===== src/core/dmr_defs.svh =====
/*
 Register indices, field positions, reset values and timing counts of the
 datapath mode register bank. Assumes a 50 MHz mclk.
*/
`ifndef DMR_DEFS_SVH
`define DMR_DEFS_SVH

`define DMR_IDX_DPCTL 8'h22
`define DMR_IDX_MODE 8'h23
`define DMR_IDX_PSTS 8'h30
`define DMR_IDX_BCERR 8'h31

`define DMR_DP_HOLD 7
`define DMR_DP_PASS 6
`define DMR_DP_SENSE 5
`define DMR_DP_AOFF 4
`define DMR_DP_4CSRC 3
`define DMR_DP_W18 2
`define DMR_DP_INBAND 1
`define DMR_DP_4CH 0

`define DMR_MD_CKSUM 7
`define DMR_MD_RATESEL 6
`define DMR_MD_AUTOAUD 5
`define DMR_MD_FAST 4
`define DMR_MD_COAX 3
`define DMR_MD_RPTR 2

`define DMR_PS_CKFAIL 0
`define DMR_AUX_4CH 0
`define DMR_AUX_INBAND 1

`define DMR_DPCTL_RST 8'h00
`define DMR_AUTOAUD_RST 1'b1
`define DMR_MASK18 24'hfcfcfc

`define DMR_CLK_PERIOD_NS 20
`define DMR_SETTLE_NS 10000
`define DMR_SETTLE_CYC (`DMR_SETTLE_NS / `DMR_CLK_PERIOD_NS)

`endif


===== src/core/dmr_pkg.sv =====
/*
 Types shared by the datapath mode register bank.
 Assumes nothing beyond a SystemVerilog compiler.
*/
package dmr_pkg;
	typedef enum logic [1:0] {DMR_RATE_DIV4, DMR_RATE_DIV2, DMR_RATE_FAST} dmr_rate_type;
	typedef enum logic {DMR_STRAP_WAIT, DMR_STRAP_DONE} dmr_strap_type;
endpackage


===== src/core/dmr_strap_capture.sv =====
/*
 Catches the decoded mode strap levels once, at the first edge after reset.
 Assumes the strap levels are stable around reset release.
*/
`timescale 1ns/10ps
module dmr_strap_capture (
	// Clock and reset
	input wire logic mclk,
	input wire logic nrst,
	// Strap levels
	input wire logic strapFast,
	input wire logic strapCoax,
	input wire logic strapRepeater,
	// Captured values
	output logic strapLoad,
	output logic heldFast,
	output logic heldCoax,
	output logic heldRepeater
);
	dmr_pkg::dmr_strap_type state_r, state_nxt;
	logic load_r, load_nxt;
	logic [2:0] held_r, held_nxt;

	always_comb begin
		state_nxt = state_r;
		load_nxt = 1'b0;
		held_nxt = held_r;
		// Sampled by a clocked process so reset only ever loads constants
		unique case (state_r)
			dmr_pkg::DMR_STRAP_WAIT: begin
				held_nxt = {strapFast, strapCoax, strapRepeater};
				load_nxt = 1'b1;
				state_nxt = dmr_pkg::DMR_STRAP_DONE;
			end
			dmr_pkg::DMR_STRAP_DONE: begin
			end
		endcase
	end

	always_ff @(posedge mclk or negedge nrst) begin
		if (!nrst) begin
			state_r <= dmr_pkg::DMR_STRAP_WAIT;
			load_r <= 1'b0;
			held_r <= 3'h0;
		end else begin
			state_r <= state_nxt;
			load_r <= load_nxt;
			held_r <= held_nxt;
		end
	end

	assign strapLoad = load_r;
	assign heldFast = held_r[2];
	assign heldCoax = held_r[1];
	assign heldRepeater = held_r[0];
endmodule


===== src/core/dmr_line_checksum.sv =====
/*
 Sums the bytes of each video line and compares the sum with the checksum
 byte that follows the line. Assumes lineEnd is a one-cycle pulse.
*/
`timescale 1ns/10ps
module dmr_line_checksum (
	// Clock and reset
	input wire logic mclk,
	input wire logic nrst,
	// Line data
	input wire logic checkEn,
	input wire logic pixValid,
	input wire logic [23:0] pixData,
	input wire logic lineEnd,
	input wire logic [7:0] lineSum,
	// Result
	output logic mismatch
);
	logic [7:0] sum_r, sum_nxt;
	logic bad_r, bad_nxt;

	always_comb begin
		sum_nxt = sum_r;
		bad_nxt = 1'b0;
		if (lineEnd) begin
			bad_nxt = checkEn && (sum_r != lineSum);
			sum_nxt = 8'h00;
		end else if (pixValid) begin
			sum_nxt = 8'(sum_r + pixData[7:0] + pixData[15:8] + pixData[23:16]);
		end
	end

	always_ff @(posedge mclk or negedge nrst) begin
		if (!nrst) begin
			sum_r <= 8'h00;
			bad_r <= 1'b0;
		end else begin
			sum_r <= sum_nxt;
			bad_r <= bad_nxt;
		end
	end

	assign mismatch = bad_r;
endmodule


===== src/core/dmr_mode_regs.sv =====
/*
 Datapath control and receiver mode registers of a video link receiver, with
 the pixel path, audio mode and return link rate logic they steer.
 Assumes a classic Wishbone master on mclk and forward channel, pixel and
 strap inputs synchronous to mclk.
*/
`timescale 1ns/10ps
`include "dmr_defs.svh"
module dmr_mode_regs (
	// Clock and reset
	input wire logic mclk,
	input wire logic nrst,
	// Wishbone slave
	input wire logic [9:0] wb_adr_i,
	input wire logic [31:0] wb_dat_i,
	input wire logic [3:0] wb_sel_i,
	input wire logic wb_we_i,
	input wire logic wb_cyc_i,
	input wire logic wb_stb_i,
	output logic [31:0] wb_dat_o,
	output logic wb_ack_o,
	// Forward channel configuration from the remote serializer
	input wire logic fcCfgValid,
	input wire logic [6:0] fcCfg,
	// Mode strap, already decoded
	input wire logic strapFast,
	input wire logic strapCoax,
	input wire logic strapRepeater,
	// Incoming pixel stream
	input wire logic [23:0] pixelIn,
	input wire logic pixelValidQualifier,
	input wire logic lineEnd,
	input wire logic [7:0] lineSum,
	// Packetized audio and aux codes
	input wire logic audioPktValid,
	input wire logic [23:0] audioPktData,
	input wire logic auxCodeValid,
	input wire logic [1:0] auxCode,
	// Return link error pulses
	input wire logic returnLinkErr,
	// Pixel output pins
	output logic [23:0] pixelOut,
	output logic pixelOutValid,
	output logic audioOnPins,
	// Mode outputs
	output logic protectionEnable,
	output logic audioFourChan,
	output logic audioInBand,
	output logic video18Bit,
	output logic coaxCable,
	output logic repeaterMode,
	output dmr_pkg::dmr_rate_type returnLinkRate,
	output logic returnLinkSettling
);
	// Bus
	logic ack_r, ack_nxt;
	logic [31:0] rdat_r, rdat_nxt;
	logic busReq, busWr;
	logic [7:0] regIdx;
	// Registers
	logic [7:0] dpCtl_r, dpCtl_nxt;
	logic cksumEn_r, cksumEn_nxt;
	logic rateSel_r, rateSel_nxt;
	logic autoAud_r, autoAud_nxt;
	logic fast_r, fast_nxt;
	logic coax_r, coax_nxt;
	logic ckFail_r, ckFail_nxt;
	logic [7:0] bcErrCnt_r, bcErrCnt_nxt;
	logic [15:0] settle_r, settle_nxt;
	logic settling_r, settling_nxt;
	logic [1:0] aux_r, aux_nxt;
	// Datapath outputs
	logic [23:0] pixOut_r, pixOut_nxt;
	logic pixValid_r, pixValid_nxt;
	logic audPins_r, audPins_nxt;
	logic prot_r, prot_nxt;
	logic four_r, four_nxt;
	logic inBand_r, inBand_nxt;
	logic w18_r, w18_nxt;
	dmr_pkg::dmr_rate_type rate_r, rate_nxt;
	// Internal
	logic strapLoad, heldFast, heldCoax, heldRepeater;
	logic ckMismatch;
	logic qualActive;
	logic [7:0] modeRead;

	// Drops the two low bits of each colour in 18-bit mode
	function automatic logic [23:0] fitWidth(input logic [23:0] d, input logic is18);
		fitWidth = is18 ? (d & `DMR_MASK18) : d;
	endfunction

	// Settling time counts in cycles; the window only masks error counting
	function automatic logic [15:0] settleLoad();
		settleLoad = 16'(`DMR_SETTLE_CYC);
	endfunction

	dmr_strap_capture strapCap (
		.mclk(mclk),
		.nrst(nrst),
		.strapFast(strapFast),
		.strapCoax(strapCoax),
		.strapRepeater(strapRepeater),
		.strapLoad(strapLoad),
		.heldFast(heldFast),
		.heldCoax(heldCoax),
		.heldRepeater(heldRepeater)
	);

	dmr_line_checksum lineCheck (
		.mclk(mclk),
		.nrst(nrst),
		.checkEn(cksumEn_r),
		.pixValid(qualActive && !dpCtl_r[`DMR_DP_PASS]),
		.pixData(pixelIn),
		.lineEnd(lineEnd),
		.lineSum(lineSum),
		.mismatch(ckMismatch)
	);

	assign regIdx = wb_adr_i[9:2];
	assign busReq = wb_cyc_i && wb_stb_i && !ack_r;
	// Writes land at the edge that sees ack high, where the master completes
	assign busWr = wb_cyc_i && wb_stb_i && ack_r && wb_we_i && wb_sel_i[0];
	assign qualActive = pixelValidQualifier ^ dpCtl_r[`DMR_DP_SENSE];
	assign modeRead = {cksumEn_r, rateSel_r, autoAud_r, fast_r, coax_r, heldRepeater, 2'b00};

	// Bus answer: one wait state, ack for one cycle, unmapped reads zero
	always_comb begin
		ack_nxt = busReq;
		rdat_nxt = rdat_r;
		if (busReq && !wb_we_i) begin
			unique case (regIdx)
				`DMR_IDX_DPCTL: rdat_nxt = {24'h000000, dpCtl_r};
				`DMR_IDX_MODE: rdat_nxt = {24'h000000, modeRead};
				`DMR_IDX_PSTS: rdat_nxt = {31'h00000000, ckFail_r};
				`DMR_IDX_BCERR: rdat_nxt = {24'h000000, bcErrCnt_r};
				default: rdat_nxt = 32'h00000000;
			endcase
		end
	end

	always_ff @(posedge mclk or negedge nrst) begin
		if (!nrst) begin
			ack_r <= 1'b0;
			rdat_r <= 32'h00000000;
		end else begin
			ack_r <= ack_nxt;
			rdat_r <= rdat_nxt;
		end
	end

	// Datapath control: software write wins over a same-cycle remote load
	always_comb begin
		dpCtl_nxt = dpCtl_r;
		if (busWr && regIdx == `DMR_IDX_DPCTL) begin
			dpCtl_nxt = wb_dat_i[7:0];
		end else if (fcCfgValid && !dpCtl_r[`DMR_DP_HOLD]) begin
			dpCtl_nxt = {dpCtl_r[`DMR_DP_HOLD], fcCfg};
		end
	end

	always_ff @(posedge mclk or negedge nrst) begin
		if (!nrst) begin
			dpCtl_r <= `DMR_DPCTL_RST;
		end else begin
			dpCtl_r <= dpCtl_nxt;
		end
	end

	// Receiver mode register and return link rate
	always_comb begin
		cksumEn_nxt = cksumEn_r;
		rateSel_nxt = rateSel_r;
		autoAud_nxt = autoAud_r;
		fast_nxt = fast_r;
		coax_nxt = coax_r;
		settle_nxt = settle_r;
		rate_nxt = rate_r;
		if (settle_r != 16'h0000) begin
			settle_nxt = 16'(settle_r - 16'h0001);
		end
		if (strapLoad) begin
			fast_nxt = heldFast;
			coax_nxt = heldCoax;
		end else if (busWr && regIdx == `DMR_IDX_MODE) begin
			cksumEn_nxt = wb_dat_i[`DMR_MD_CKSUM];
			rateSel_nxt = wb_dat_i[`DMR_MD_RATESEL];
			autoAud_nxt = wb_dat_i[`DMR_MD_AUTOAUD];
			fast_nxt = wb_dat_i[`DMR_MD_FAST];
			coax_nxt = wb_dat_i[`DMR_MD_COAX];
		end
		if (fast_nxt) begin
			rate_nxt = dmr_pkg::DMR_RATE_FAST;
		end else if (rateSel_nxt) begin
			rate_nxt = dmr_pkg::DMR_RATE_DIV2;
		end else begin
			rate_nxt = dmr_pkg::DMR_RATE_DIV4;
		end
		// A rate change opens a window in which return link errors are ignored
		if (rate_nxt != rate_r) begin
			settle_nxt = settleLoad();
		end
		// Registered so the settling port comes straight from a flop
		settling_nxt = settle_nxt != 16'h0000;
	end

	always_ff @(posedge mclk or negedge nrst) begin
		if (!nrst) begin
			cksumEn_r <= 1'b0;
			rateSel_r <= 1'b0;
			autoAud_r <= `DMR_AUTOAUD_RST;
			fast_r <= 1'b0;
			coax_r <= 1'b0;
			settle_r <= 16'h0000;
			settling_r <= 1'b0;
			rate_r <= dmr_pkg::DMR_RATE_DIV4;
		end else begin
			cksumEn_r <= cksumEn_nxt;
			rateSel_r <= rateSel_nxt;
			autoAud_r <= autoAud_nxt;
			fast_r <= fast_nxt;
			coax_r <= coax_nxt;
			settle_r <= settle_nxt;
			settling_r <= settling_nxt;
			rate_r <= rate_nxt;
		end
	end

	// Status: hardware set wins over a software clear in the same cycle
	always_comb begin
		ckFail_nxt = ckFail_r;
		bcErrCnt_nxt = bcErrCnt_r;
		if (busWr && regIdx == `DMR_IDX_PSTS && wb_dat_i[`DMR_PS_CKFAIL]) begin
			ckFail_nxt = 1'b0;
		end
		if (ckMismatch) begin
			ckFail_nxt = 1'b1;
		end
		if (busWr && regIdx == `DMR_IDX_BCERR) begin
			bcErrCnt_nxt = 8'h00;
		end
		// Counter saturates so a long error storm cannot wrap back to small
		if (returnLinkErr && settle_r == 16'h0000 && bcErrCnt_nxt != 8'hff) begin
			bcErrCnt_nxt = 8'(bcErrCnt_nxt + 8'h01);
		end
	end

	always_ff @(posedge mclk or negedge nrst) begin
		if (!nrst) begin
			ckFail_r <= 1'b0;
			bcErrCnt_r <= 8'h00;
		end else begin
			ckFail_r <= ckFail_nxt;
			bcErrCnt_r <= bcErrCnt_nxt;
		end
	end

	// Audio mode: aux codes steer it when auto mode is on
	always_comb begin
		aux_nxt = aux_r;
		if (auxCodeValid) begin
			aux_nxt = auxCode;
		end
		if (autoAud_r) begin
			four_nxt = aux_r[`DMR_AUX_4CH];
			inBand_nxt = aux_r[`DMR_AUX_INBAND];
		end else begin
			four_nxt = dpCtl_r[`DMR_DP_4CSRC] && dpCtl_r[`DMR_DP_4CH];
			inBand_nxt = dpCtl_r[`DMR_DP_INBAND];
		end
		w18_nxt = dpCtl_r[`DMR_DP_W18];
		prot_nxt = !dpCtl_r[`DMR_DP_PASS];
	end

	always_ff @(posedge mclk or negedge nrst) begin
		if (!nrst) begin
			aux_r <= 2'b00;
			four_r <= 1'b0;
			inBand_r <= 1'b0;
			w18_r <= 1'b0;
			prot_r <= 1'b0;
		end else begin
			aux_r <= aux_nxt;
			four_r <= four_nxt;
			inBand_r <= inBand_nxt;
			w18_r <= w18_nxt;
			prot_r <= prot_nxt;
		end
	end

	// Pixel path, one register stage
	always_comb begin
		pixOut_nxt = pixOut_r;
		pixValid_nxt = 1'b0;
		audPins_nxt = 1'b0;
		if (dpCtl_r[`DMR_DP_PASS]) begin
			pixOut_nxt = fitWidth(pixelIn, dpCtl_r[`DMR_DP_W18]);
			pixValid_nxt = 1'b1;
		end else if (qualActive) begin
			pixOut_nxt = fitWidth(pixelIn, dpCtl_r[`DMR_DP_W18]);
			pixValid_nxt = 1'b1;
		end else if (audioPktValid && !dpCtl_r[`DMR_DP_AOFF]) begin
			pixOut_nxt = fitWidth(audioPktData, dpCtl_r[`DMR_DP_W18]);
			audPins_nxt = 1'b1;
		end
	end

	always_ff @(posedge mclk or negedge nrst) begin
		if (!nrst) begin
			pixOut_r <= 24'h000000;
			pixValid_r <= 1'b0;
			audPins_r <= 1'b0;
		end else begin
			pixOut_r <= pixOut_nxt;
			pixValid_r <= pixValid_nxt;
			audPins_r <= audPins_nxt;
		end
	end

	assign wb_dat_o = rdat_r;
	assign wb_ack_o = ack_r;
	assign pixelOut = pixOut_r;
	assign pixelOutValid = pixValid_r;
	assign audioOnPins = audPins_r;
	assign protectionEnable = prot_r;
	assign audioFourChan = four_r;
	assign audioInBand = inBand_r;
	assign video18Bit = w18_r;
	assign coaxCable = coax_r;
	assign repeaterMode = heldRepeater;
	assign returnLinkRate = rate_r;
	assign returnLinkSettling = settling_r;
endmodule


===== config.mk =====
export PLATFORM = sky130hd
export DESIGN_NAME = dmr_mode_regs
export DESIGN_NICKNAME = d
export VERILOG_FILES = /design/src/core/dmr_pkg.sv /design/src/core/dmr_strap_capture.sv /design/src/core/dmr_line_checksum.sv /design/src/core/dmr_mode_regs.sv
export VERILOG_INCLUDE_DIRS = /design/src /design/src/core
export SDC_FILE = /design/constraint.sdc
export NUM_CORES = 1
export LEC_CHECK = 0
export BUFFER_PORTS_ARGS = -buffer_cell sky130_fd_sc_hd__buf_2
export CORE_ASPECT_RATIO = 0.6
export CORE_MARGIN = 1
export CORE_UTILIZATION = 35
export CTS_BUF_LIST = sky130_fd_sc_hd__clkbuf_4 sky130_fd_sc_hd__clkbuf_8 sky130_fd_sc_hd__clkbuf_16
export CTS_CLUSTER_DIAMETER = 30
export DETAILED_ROUTE_END_ITERATION = 6
export SLEW_MARGIN = 40
export SYNTH_ARGS = -nofsm -noshare
export SYNTH_HDL_FRONTEND = slang
export SYNTH_SLANG_ARGS = --single-unit

===== constraint.sdc =====
create_clock -name mclk -period 5.8 [get_ports mclk]
set_input_delay 0.87 -clock mclk [delete_from_list [all_inputs] [get_ports mclk]]
set_output_delay 0.87 -clock mclk [all_outputs]
set_load 0.01 [all_outputs]

==> results of run 1 <==
==> cell type report <==
cell class / count / share of cell area (%)
multi-input cells: 396 / 41.8
inverters: 45 / 2.55
clock buffers: 11 / 3.82
flip-flops and latches: 95 / 35.9
repair buffers: 143 / 11.4
clock inverters: 5 / 0.718
well taps: 203 / 3.84
==> worst max-delay path: cells and delay by family <==
kind	cells	cell delay, ps
simple gates	5	1840
mux	1	360
fa+ha+maj	1	220
buf+inv	2	190
compound gates	1	100
==> power by group through the flow <==
stage | combinational [mW] | clock, mW | sequential [mW]
after floorplan | 0.376 | 0 | 0.813
after global placement | 0.520 | 0 | 0.816
after detailed placement | 0.539 | 0 | 0.818
after CTS | 0.542 | 0.623 | 0.807
after global routing | 0.619 | 0.646 | 0.818
final | 0.537 | 0.601 | 0.806
==> worst max-delay path by stage <==
stage                           start                        endpoint  cells after the start
after global placement    wb_adr_i[4]         bcErrCnt_r[1]$_DFF_PN0_                     10
after floorplan            pixelIn[1]  lineCheck.sum_r[7]$_DFFE_PN0P_                     13
after CTS                 wb_adr_i[4]         bcErrCnt_r[1]$_DFF_PN0_                     10
after global routing      wb_adr_i[4]         bcErrCnt_r[1]$_DFF_PN0_                     10
after detailed placement  wb_adr_i[4]         bcErrCnt_r[1]$_DFF_PN0_                     10
final                     wb_adr_i[4]         bcErrCnt_r[1]$_DFF_PN0_                     10
==> flip-flops by register name, indices dropped and copies added, names as in the netlist, 2 cells and up <==
name / cells
aux_r: 2
strapCap.held_r: 3
settle_r: 16
pixelOut: 24
lineCheck.sum_r: 8
wb_dat_o: 8
bcErrCnt_r: 8
dpCtl_r: 8
==> cells in the mapped netlist, types with 4 or more instances <==
| cell | count |
|---|---|
| o21ai_0 | 41 |
| a21oi_1 | 14 |
| o21ai_1 | 8 |
| clkbuf_1 | 11 |
| a22o_1 | 4 |
| nand2b_1 | 8 |
| mux2i_1 | 33 |
| xnor2_1 | 23 |
| buf_4 | 26 |
| nor4_1 | 6 |
| nand3_1 | 10 |
| inv_1 | 45 |
| or3_1 | 5 |
| xor2_1 | 11 |
| nor2_1 | 39 |
| nor3_1 | 11 |
| and2_1 | 5 |
| mux2_2 | 12 |
| fa_1 | 14 |
| a22oi_1 | 8 |
| ha_1 | 10 |
| nand2_1 | 59 |
| dfrtp_1 | 94 |
| a211oi_1 | 5 |
==> logic make-up (layout without fill, tap and decap cells) <==
family                   after synthesis  count (layout)  synth area share (%)
buffers and inverters                 87             204                  7.94
adder cells (fa/ha/maj)               24              24                  7.39
other                                  2              25                 0.137
multiplexers                          47              47                  9.11
flip-flops                            95              95                  43.4
AND/OR/NAND/NOR                      173             173                  16.5
AO/OA/AOI/OAI                         93              93                  10.1
XOR/XNOR                              34              34                  5.43
==> placed cells by master, fill, tap and decap left out, types with 3 or more instances in the layout <==
master     synthesis  routed
a211oi_1           5       5
a21oi_1           14      14
a22o_1             4       4
a22oi_1            8       8
and2_1             5       5
buf_2              3     138
buf_4             26       3
clkbuf_16          0       9
conb_1             2      25
dfrtp_1           94      94
fa_1              14      14
ha_1              10      10
inv_1             45      45
mux2_2            12      12
mux2i_1           33      33
nand2_1           59      59
nand2b_1           8       8
nand3_1           10      10
nand4_1            3       3
nor2_1            39      38
nor2b_1            3       3
nor3_1            11      11
nor3b_1            3       3
nor4_1             6       6
nor4_2             3       3
o21ai_0           41      41
o21ai_1            8       8
or2_2              3       3
or3_1              5       5
xnor2_1           23      23
xor2_1            11      11
==> per-stage QoR <==
| stage | util (%) | setup slack, ps | area [um2] | hold slack (ps) |
|---|---|---|---|---|
| floorplan | - | 2460 | 5570 | 404 |
| global placement | 41.0 | 1860 | 6280 | 419 |
| detailed placement | 41.1 | 2090 | 6290 | 429 |
| CTS | 43.0 | 2440 | 6590 | 371 |
| global route | 43.2 | 2220 | 6620 | 381 |
| finish | 43.2 | 2440 | 6620 | 374 |
==> per-layer routing <==
metal / up-vias / GRT usage (%)
met5: - / 0
met4: 0 / 4.34
met3: 16 / 4.67
met2: 116 / 26.3
met1: 2157 / 25.0
li1: 2106 / -
==> flow_summary.rst, run 1 <==
.. list-table::
   :header-rows: 1

   * - Metric
     - Value
   * - Non-filler instance count after layout
     - 898
   * - Final-layout setup total negative slack
     - 0 ps
   * - Number of enable-type register cells in the synthesized netlist
     - 0
   * - Worst slew margin relative to its limit
     - 53.1%
   * - Worst path cell trace
     - buf_2 > or4b_4 > nor4b_4 > nand2_1 > and2_1 > ha_1 > inv_1 > a211oi_1 > nor2_1 > mux2_2
   * - Via count of the first global-routing pass
     - 4512
   * - Internal power consumption
     - 1.30 mW
   * - Worst Setup End Kind
     - register
   * - Number of setup buffers added after CTS
     - 0
   * - Layout fillers
     - 1519
   * - Finish-stage setup viols
     - 0
   * - CTS Buffer Depth
     - 2
   * - Top post-synthesis cells by area
     - dfrtp_1 43%, mux2i_1 6.0%, fa_1 5.1%
   * - Max_cap viols
     - 0
   * - Initial antenna violation count
     - 0
   * - Effective utilization at floorplan
     - 35.8%
   * - Chip width
     - 164 um
   * - Global-route total usage across every layer
     - 17.5%
   * - Ratio of final minimum period to clock period
     - 58.0%
   * - Clock share of power
     - 30.9%
   * - Share of synthesized area occupied by flip-flops and latches
     - 43.4%
   * - Fraction of power spent switching nets
     - 33.0%
   * - Total length of routed met3 wires
     - 892 um
   * - Total die area
     - 0.0162 mm2
   * - TritonCTS clock tree
     - built
   * - Portion of synthesized cell area occupied by the leading cell type
     - 42.9%
   * - Type of the tightest min-delay check
     - in -> async
   * - Slowest stage cell on the critical path
     - nor4b_4
   * - Post-route minimum period
     - 3360 ps
   * - Layout Nets
     - 839
   * - Kind of start point of the critical path
     - input port
   * - Number of remaining DRC errors
     - 0
   * - Sequential group share of total power
     - 41.5%
   * - Final setup skew
     - 9.86 ps
   * - Post-cts gate resize count
     - 0
   * - Post-detail-place hpwl
     - 10600 um
   * - Multi-input gate area
     - 0.00277 mm2
   * - CP max FO
     - 11
   * - Via count of the routed design
     - 4395
   * - Final Hold Vio Count
     - 0
   * - Result of the run
     - completed
   * - Later-pin clock latency in the skew report
     - 350 ps
   * - Crit path required time
     - 6030 ps
   * - Core region area
     - 0.0153 mm2
   * - Met2 wire len
     - 5920 um
   * - Antenna-violating nets left
     - 0
   * - RD Place Congestion
     - 0.865
   * - Endpoint of the worst register-to-register path
     - bcErrCnt_r[1]$_DFF_PN0_
   * - Grt total ovfl
     - 0
   * - Post-CTS Hold Buffers
     - 0
   * - Y dimension of the die
     - 99.0 um
   * - Number of detailed-routing iterations run before antenna repair
     - 4
   * - Count of mapped cells out of synthesis
     - 555
   * - Timing-limited maximum frequency
     - 0.297 GHz
   * - Share of final-layout standard cells stronger than drive strength 1
     - 27.1%
   * - Comb pwr share
     - 27.6%
   * - Least-Margin Pin Slew
     - 701 ps
   * - Count of unique library cells instantiated by Yosys
     - 59
   * - DRT iter0 DRCs
     - 235
   * - Placed cells
     - 881
   * - Beginning of the worst register-to-register path
     - settle_r[0]$_DFF_PN0_
   * - Maximum number of pins on one net before global-route repair
     - 79
   * - Max IR drop VDD
     - 0.139 mV
   * - Cell type with the largest total area after synthesis
     - dfrtp_1
   * - Final max-slew violation count
     - 0
   * - Yosys warns
     - 0
   * - Wirelength, routed
     - 13500 um
   * - Data arrival time of the worst path
     - 3590 ps
   * - Uppermost layer routed
     - met4
   * - Worst Reg-to-Reg Cells
     - 7
   * - Overall power of the completed layout
     - 1.94 mW
   * - Global-route wire length before repair
     - 22200 um
   * - Average wire per standard cell
     - 15.0 um
   * - Flop2flop setup slack
     - 3150 ps
   * - #FFs+latches synth
     - 95
   * - Power per cell area
     - 294 mW/mm2
   * - Clock buffer count from CTS
     - 9
   * - Start-to-end type of the worst setup path
     - in -> reg
   * - Avg Synthesized Cell Area
     - 9.88 um2
   * - Static leakage power
     - 3.24 nW
   * - Net Sw Power
     - 0.641 mW
   * - Top_reg_cell synth
     - dfrtp_1
   * - Routed metal-1 wirelength
     - 6540 um
   * - Site Rows
     - 35
   * - Clock Tree Root
     - clkbuf_16
   * - Final antenna diode count
     - 0
   * - I/O Buffers
     - 139
   * - Layout Area Growth over Synthesis
     - 20.7%
   * - Sink count of the clock tree
     - 95
   * - Detailed-route vias per instance
     - 4.89
   * - Ys async rst share
     - 100%
   * - Clock slew at reported path FFs
     - 70 ps
   * - Setup repair after global routing missed its margin
     - false
   * - H-tree levels
     - 3
   * - Reg area
     - 0.00238 mm2
   * - I/O pin total
     - 193
   * - Synth Cell Area
     - 0.00548 mm2
   * - Crit-path max cell delay
     - 620 ps
Power figures use the tool's default switching activity.
==> run 2: changes to the inputs <==
- clock period: 5.8 -> 3.35 ns (I/O delays scaled with it)
==> run 2 against run 1 <==
- critical path depth is 4 higher
- global-route usage shrank 0.056 points
- via count fell by 0.32%
- clock power up 75%
- cell count is 0.45% higher
- worst setup slack lost 2000 ps
- register-to-register slack got worse by 2500 ps
- largest cell class unchanged
- total power up 74%
- sequential power rose by 74%
==> flow_summary.rst, run 2 (synthesis results as in run 1) <==
.. list-table::
   :header-rows: 1

   * - Metric
     - Value
   * - Number of flip-flops under the largest register name
     - 24
   * - Worst slew margin relative to its limit
     - 58.5%
   * - Most frequent standard cell in the layout excluding fill and tap cells
     - buf_2
   * - Placed cells
     - 886
   * - Sink count of the clock tree
     - 95
   * - Final antenna diode count
     - 0
   * - I/O Buffers
     - 139
   * - Effective utilization at floorplan
     - 35.8%
   * - DRT iter0 DRCs
     - 238
   * - Max IR drop VDD
     - 0.268 mV
   * - Hold WS
     - 112 ps
   * - Final max-slew violation count
     - 0
   * - Clock Tree Root
     - clkbuf_16
   * - Layout Nets
     - 843
   * - Final Hold Vio Count
     - 0
   * - Antenna-violating nets left
     - 0
   * - Detailed-route vias per instance
     - 4.86
   * - Average wire per standard cell
     - 15.0 um
   * - Timing endpoint of the critical path
     - lineCheck.sum_r[7]$_DFFE_PN0P_
   * - Worst Setup End Kind
     - register
   * - Global route hottest layer
     - met2
   * - Non-filler instance count after layout
     - 902
   * - Beginning of the worst register-to-register path
     - settle_r[0]$_DFF_PN0_
   * - Power per cell area
     - 509 mW/mm2
   * - Slowest stage cell on the critical path
     - fa_1
   * - CTS Buffer Depth
     - 2
   * - Kind of start point of the critical path
     - input port
   * - Number of setup buffers added after CTS
     - 0
   * - Start-to-end type of the worst setup path
     - in -> reg
   * - Later-pin clock latency in the skew report
     - 350 ps
   * - Static leakage power
     - 3.25 nW
   * - Global routing usage on met1
     - 25.4%
   * - Final-layout setup total negative slack
     - 0 ps
   * - H-tree levels
     - 3
   * - Share of final-layout standard cells stronger than drive strength 1
     - 27.5%
   * - Crit path launch
     - pixelIn[1]
   * - TritonCTS clock tree
     - built
   * - Post-cts gate resize count
     - 0
   * - Ratio of final minimum period to clock period
     - 87.8%
   * - Clock slew at reported path FFs
     - 80 ps
   * - Endpoint of the worst register-to-register path
     - bcErrCnt_r[1]$_DFF_PN0_
   * - Via count of the routed design
     - 4381
   * - Y dimension of the die
     - 99.0 um
   * - CP max FO
     - 2
   * - I/O pin total
     - 193
   * - Worst Reg-to-Reg Cells
     - 7
   * - Initial antenna violation count
     - 0
   * - Crit path required time
     - 3600 ps
   * - Maximum number of pins on one net before global-route repair
     - 62
   * - Setup repair after global routing missed its margin
     - false
   * - Timing-limited maximum frequency
     - 0.340 GHz
   * - Via count of the first global-routing pass
     - 4280
   * - Data arrival time of the worst path
     - 3190 ps
   * - Chip width
     - 164 um
   * - Type of the tightest min-delay check
     - in -> async
   * - Post-CTS Hold Buffers
     - 0
   * - Number of detailed-routing iterations run before antenna repair
     - 4
   * - Post-detail-place hpwl
     - 10800 um
   * - Post-route minimum period
     - 2940 ps
   * - Layout Area Growth over Synthesis
     - 20.9%
   * - Global-route total usage across every layer
     - 17.5%
   * - Met3 demand-to-capacity share in global routing
     - 4.59%
   * - Least-Margin Pin Slew
     - 619 ps
   * - Wirelength, routed
     - 13600 um
   * - Number of remaining DRC errors
     - 0
   * - Clock buffer count from CTS
     - 9
   * - Final setup skew
     - 10.5 ps
   * - Grt total ovfl
     - 0
   * - Total die area
     - 0.0162 mm2
   * - RD Place Congestion
     - 0.850
   * - Global routing met2 resource utilization
     - 25.7%
   * - Max_cap viols
     - 0
   * - Crit-path max cell delay
     - 560 ps
   * - Highest-count cells in the layout ignoring fill and taps
     - 138 x buf_2, 94 x dfrtp_1, 59 x nand2_1
   * - Core region area
     - 0.0153 mm2
   * - Worst path cell trace
     - buf_2 > inv_1 > fa_1 > fa_1 > inv_1 > ha_1 > inv_1 > fa_1 > nor2b_1 > nor3_1 > o21bai_1 > a21oi_1 > xnor2_1 > a211oi_1
   * - Global-route wire length before repair
     - 21900 um
   * - Site Rows
     - 35
   * - Flop2flop setup slack
     - 620 ps
   * - Result of the run
     - completed
   * - Finish-stage setup viols
     - 0
==> run 2: worst min path at each step <==
| stage | from | to |
|---|---|---|
| 2_1_floorplan | nrst | audioFourChan$_DFF_PN0_ |
| 3_3_place_gp | lineCheck.mismatch$_DFF_PN0_ | ckFail_r$_DFFE_PN0P_ |
| 3_5_place_dp | lineCheck.mismatch$_DFF_PN0_ | ckFail_r$_DFFE_PN0P_ |
| 4_1_cts | nrst | wb_dat_o[6]$_DFFE_PN0P_ |
| 5_1_grt | nrst | wb_dat_o[2]$_DFFE_PN0P_ |
| 6_report | nrst | wb_dat_o[2]$_DFFE_PN0P_ |
==> run 2: where the power goes <==
| part | leakage, nW | switching [mW] | internal (mW) |
|---|---|---|---|
| clock network | 0.150 | 0.515 | 0.534 |
| logic | 1.91 | 0.506 | 0.420 |
| registers | 1.18 | 0.126 | 1.27 |
| total | 3.25 | 1.15 | 2.23 |
==> run 2: worst max-delay path: cells and delay by family <==
family	cells	cell delay (ps)
AOI/OAI and AO/OA	3	510
buffers and inverters	4	260
adders and majority gates	4	1550
and+or+nand+nor	2	230
xor gates and xnor gates	1	130
==> run 2: routing by layer <==
layer | part of all wire [%] | wire length (um)
met2 | 44 | 5920
met5 | 0 | 0
met3 | 8.1 | 1100
met1 | 47 | 6440
met4 | 0.78 | 106
==> run 2: final cells by class <==
cell class / instances / area [um2]
multi-input cells: 396 / 2760
well taps: 203 / 254
flip-flops and latches: 95 / 2380
clock buffers: 9 / 225
inverters: 45 / 169
fillers: 1519 / 8700
repair buffers: 147 / 762
clock inverters: 7 / 81.3
==> run 2: stage by stage <==
stage	setup slack [ps]	cell area, um2	power (mW)	utilization (%)
after global routing	209	6630	3.61	43.2
final	408	6630	3.37	43.2
after detailed placement	19.5	6320	2.35	41.2
after floorplan	381	5570	2.06	-
after CTS	379	6620	3.42	43.2
after global placement	95.7	6310	2.32	41.2
==> run 3: changes to the inputs <==
- CORE_UTILIZATION: 35 -> 51
- PLACE_DENSITY: unset -> 0.79
==> run 3 against run 2 <==
- count of clock-buffer cells in the layout is the same
- global-route usage grew 8.9 points
- combinational power is 2% higher
- critical path depth did not move
- fmax fell by 1.2%
- register-to-register slack worse by 120 ps
- sequential share of layout area is 0.28 points higher
- core utilization increased by 21 points
- die area down 31%
- via count grew 4.2%
- clock skew is 1.8 ps lower
==> flow_summary.rst, run 3 (synthesis results as in run 1) <==
.. list-table::
   :header-rows: 1

   * - Metric
     - Value
   * - Result of the run
     - completed
   * - Post-cts gate resize count
     - 0
   * - Placed cells
     - 817
   * - Wirelength, routed
     - 14000 um
   * - Global-route wire length before repair
     - 22300 um
   * - Initial antenna violation count
     - 0
   * - Layout Nets
     - 843
   * - Clock Tree Root
     - clkbuf_16
   * - Comb pwr share
     - 27.0%
   * - Most frequent standard cell in the layout excluding fill and tap cells
     - buf_2
   * - DRT iter0 DRCs
     - 346
   * - CTS Buffer Depth
     - 2
   * - Global-route total usage across every layer
     - 26.4%
   * - Fraction of power spent switching nets
     - 32.2%
   * - Timing-limited maximum frequency
     - 0.336 GHz
   * - Clock share of power
     - 32.5%
   * - Post-placement worst setup slack
     - 27.3 ps
   * - Final max-slew violation count
     - 0
   * - Data arrival time of the worst path
     - 3230 ps
   * - Setup repair after global routing missed its margin
     - false
   * - RD Place Congestion
     - 0.904
   * - H-tree levels
     - 3
   * - Least-Margin Pin Slew
     - 677 ps
   * - Final Hold Vio Count
     - 0
   * - Maximum number of pins on one net before global-route repair
     - 83
   * - Crit-path max cell delay
     - 570 ps
   * - Ratio of final minimum period to clock period
     - 88.8%
   * - Worst Setup End Kind
     - register
   * - Effective utilization at floorplan
     - 54.0%
   * - Worst path cell trace
     - buf_2 > inv_1 > fa_1 > fa_1 > inv_1 > ha_1 > inv_1 > fa_1 > nor2b_1 > nor3_1 > o21bai_1 > a21oi_1 > xnor2_1 > a211oi_1
   * - Final antenna diode count
     - 0
   * - Number of setup buffers added after CTS
     - 0
   * - Net Sw Power
     - 1.12 mW
   * - Start-to-end type of the worst setup path
     - in -> reg
   * - Highest-count cells in the layout ignoring fill and taps
     - 138 x buf_2, 94 x dfrtp_1, 59 x nand2_1
   * - Final-layout setup total negative slack
     - 0 ps
   * - Smallest setup slack after layout
     - 374 ps
   * - I/O Buffers
     - 139
   * - Final setup skew
     - 8.73 ps
   * - Kind of start point of the critical path
     - input port
   * - Internal power consumption
     - 2.36 mW
   * - Total die area
     - 0.0112 mm2
   * - Finish-stage setup viols
     - 0
   * - Layout Area Growth over Synthesis
     - 19.9%
   * - Post-route minimum period
     - 2980 ps
   * - Power per cell area
     - 529 mW/mm2
   * - Antenna-violating nets left
     - 0
   * - Average wire per standard cell
     - 16.8 um
   * - Buffer and inverter count on the worst path
     - 4
   * - Grt total ovfl
     - 0
   * - Detailed-route vias per instance
     - 5.47
   * - Family with the most delay on the worst path
     - adder cells
   * - Later-pin clock latency in the skew report
     - 350 ps
   * - Core region area
     - 0.0102 mm2
   * - Crit path required time
     - 3600 ps
   * - Via count of the routed design
     - 4566
   * - Sink count of the clock tree
     - 95
   * - Non-filler instance count after layout
     - 834
   * - Type of the tightest min-delay check
     - in -> reg
   * - Clock buffer count from CTS
     - 9
   * - Number of flip-flops under the largest register name
     - 24
   * - Sequential group share of total power
     - 40.5%
   * - Number of remaining DRC errors
     - 0
   * - TritonCTS clock tree
     - built
   * - CP max FO
     - 2
   * - Chip width
     - 136 um
   * - Via count of the first global-routing pass
     - 4511
   * - Y dimension of the die
     - 82.3 um
   * - I/O pin total
     - 193
   * - Worst slew margin relative to its limit
     - 54.4%
   * - Slowest stage cell on the critical path
     - fa_1
   * - Share of final-layout standard cells stronger than drive strength 1
     - 27.3%
   * - Post-detail-place hpwl
     - 10600 um
   * - Site Rows
     - 28
   * - Max_cap viols
     - 0
   * - Clock slew at reported path FFs
     - 70 ps
   * - Number of detailed-routing iterations run before antenna repair
     - 5
   * - Max IR drop VDD
     - 0.292 mV
   * - Static leakage power
     - 3.25 nW
==> run 3: changes by cell type in the layout (fill, tap and decap cells not counted) <==
cell	before	now
clkinvlp_4	0	2
clkinv_8	2	0
buf_6	1	0
bufinv_16	0	2
inv_8	2	1
inv_6	2	1
dlygate4sd3_1	0	1
buf_4	8	7
buf_12	0	1
==> run 3: through the flow <==
stage                     cell area (um2)  hold WS [ps]  power [mW]  util [%]
final                                6580           368        3.48      64.7
after global routing                 6580           385        3.68      64.7
after CTS                            6570           363        3.49      64.7
after detailed placement             6230           367        2.35      61.4
after global placement               6230           363        2.30      61.4
after floorplan                      5570           207        2.06         -
==> run 3: timing repair <==
item | CTS | global route
hold buffers | 1 | 0
setup endpoints to repair | 0 | 0
hold endpoints to repair | 7 | 0
==> run 3: cell type report <==
class	count	area [um2]
fillers	828	3580
multi-input cells	396	2760
flip-flops and latches	95	2380
repair buffers	147	773
clock buffers	9	225
inverters	45	169
well taps	135	169
clock inverters	7	104
==> run 3: power by group through the flow <==
| stage | combinational [mW] | clock [mW] | sequential, mW |
|---|---|---|---|
| 6_report | 0.940 | 1.13 | 1.41 |
| 5_1_grt | 1.06 | 1.19 | 1.43 |
| 4_1_cts | 0.942 | 1.14 | 1.40 |
| 3_5_place_dp | 0.929 | 0 | 1.42 |
| 3_3_place_gp | 0.889 | 0 | 1.41 |
| 2_1_floorplan | 0.651 | 0 | 1.41 |
==> run 3: final timing paths <==
check                                              from                              to  slack, ps  cells past startpoint
setup / recovery                             pixelIn[1]  lineCheck.sum_r[7]$_DFFE_PN0P_        370                     14
hold / removal                              wb_dat_i[1]          dpCtl_r[1]$_DFFE_PN0P_        370                      3
setup reg to reg                  settle_r[0]$_DFF_PN0_         bcErrCnt_r[1]$_DFF_PN0_        500                      7
hold reg to reg            lineCheck.mismatch$_DFF_PN0_            ckFail_r$_DFFE_PN0P_        470                      1
max in group asynchronous                          nrst         bcErrCnt_r[1]$_DFF_PN0_       2110                      3
min in group asynchronous                          nrst    strapCap.strapLoad$_DFF_PN0_        540                      2
==> run 3: metal layers <==
| metal | GRT usage, % | routed length, um |
|---|---|---|
| met5 | 0 | 0 |
| met4 | 7.11 | 170 |
| met3 | 6.11 | 1030 |
| met2 | 43.5 | 6570 |
| met1 | 35.3 | 6200 |
==> run 3: tightest hold or removal path: stages <==
cell     delay (ps)
buf_2            70
nand2_1          40
o21ai_1          60
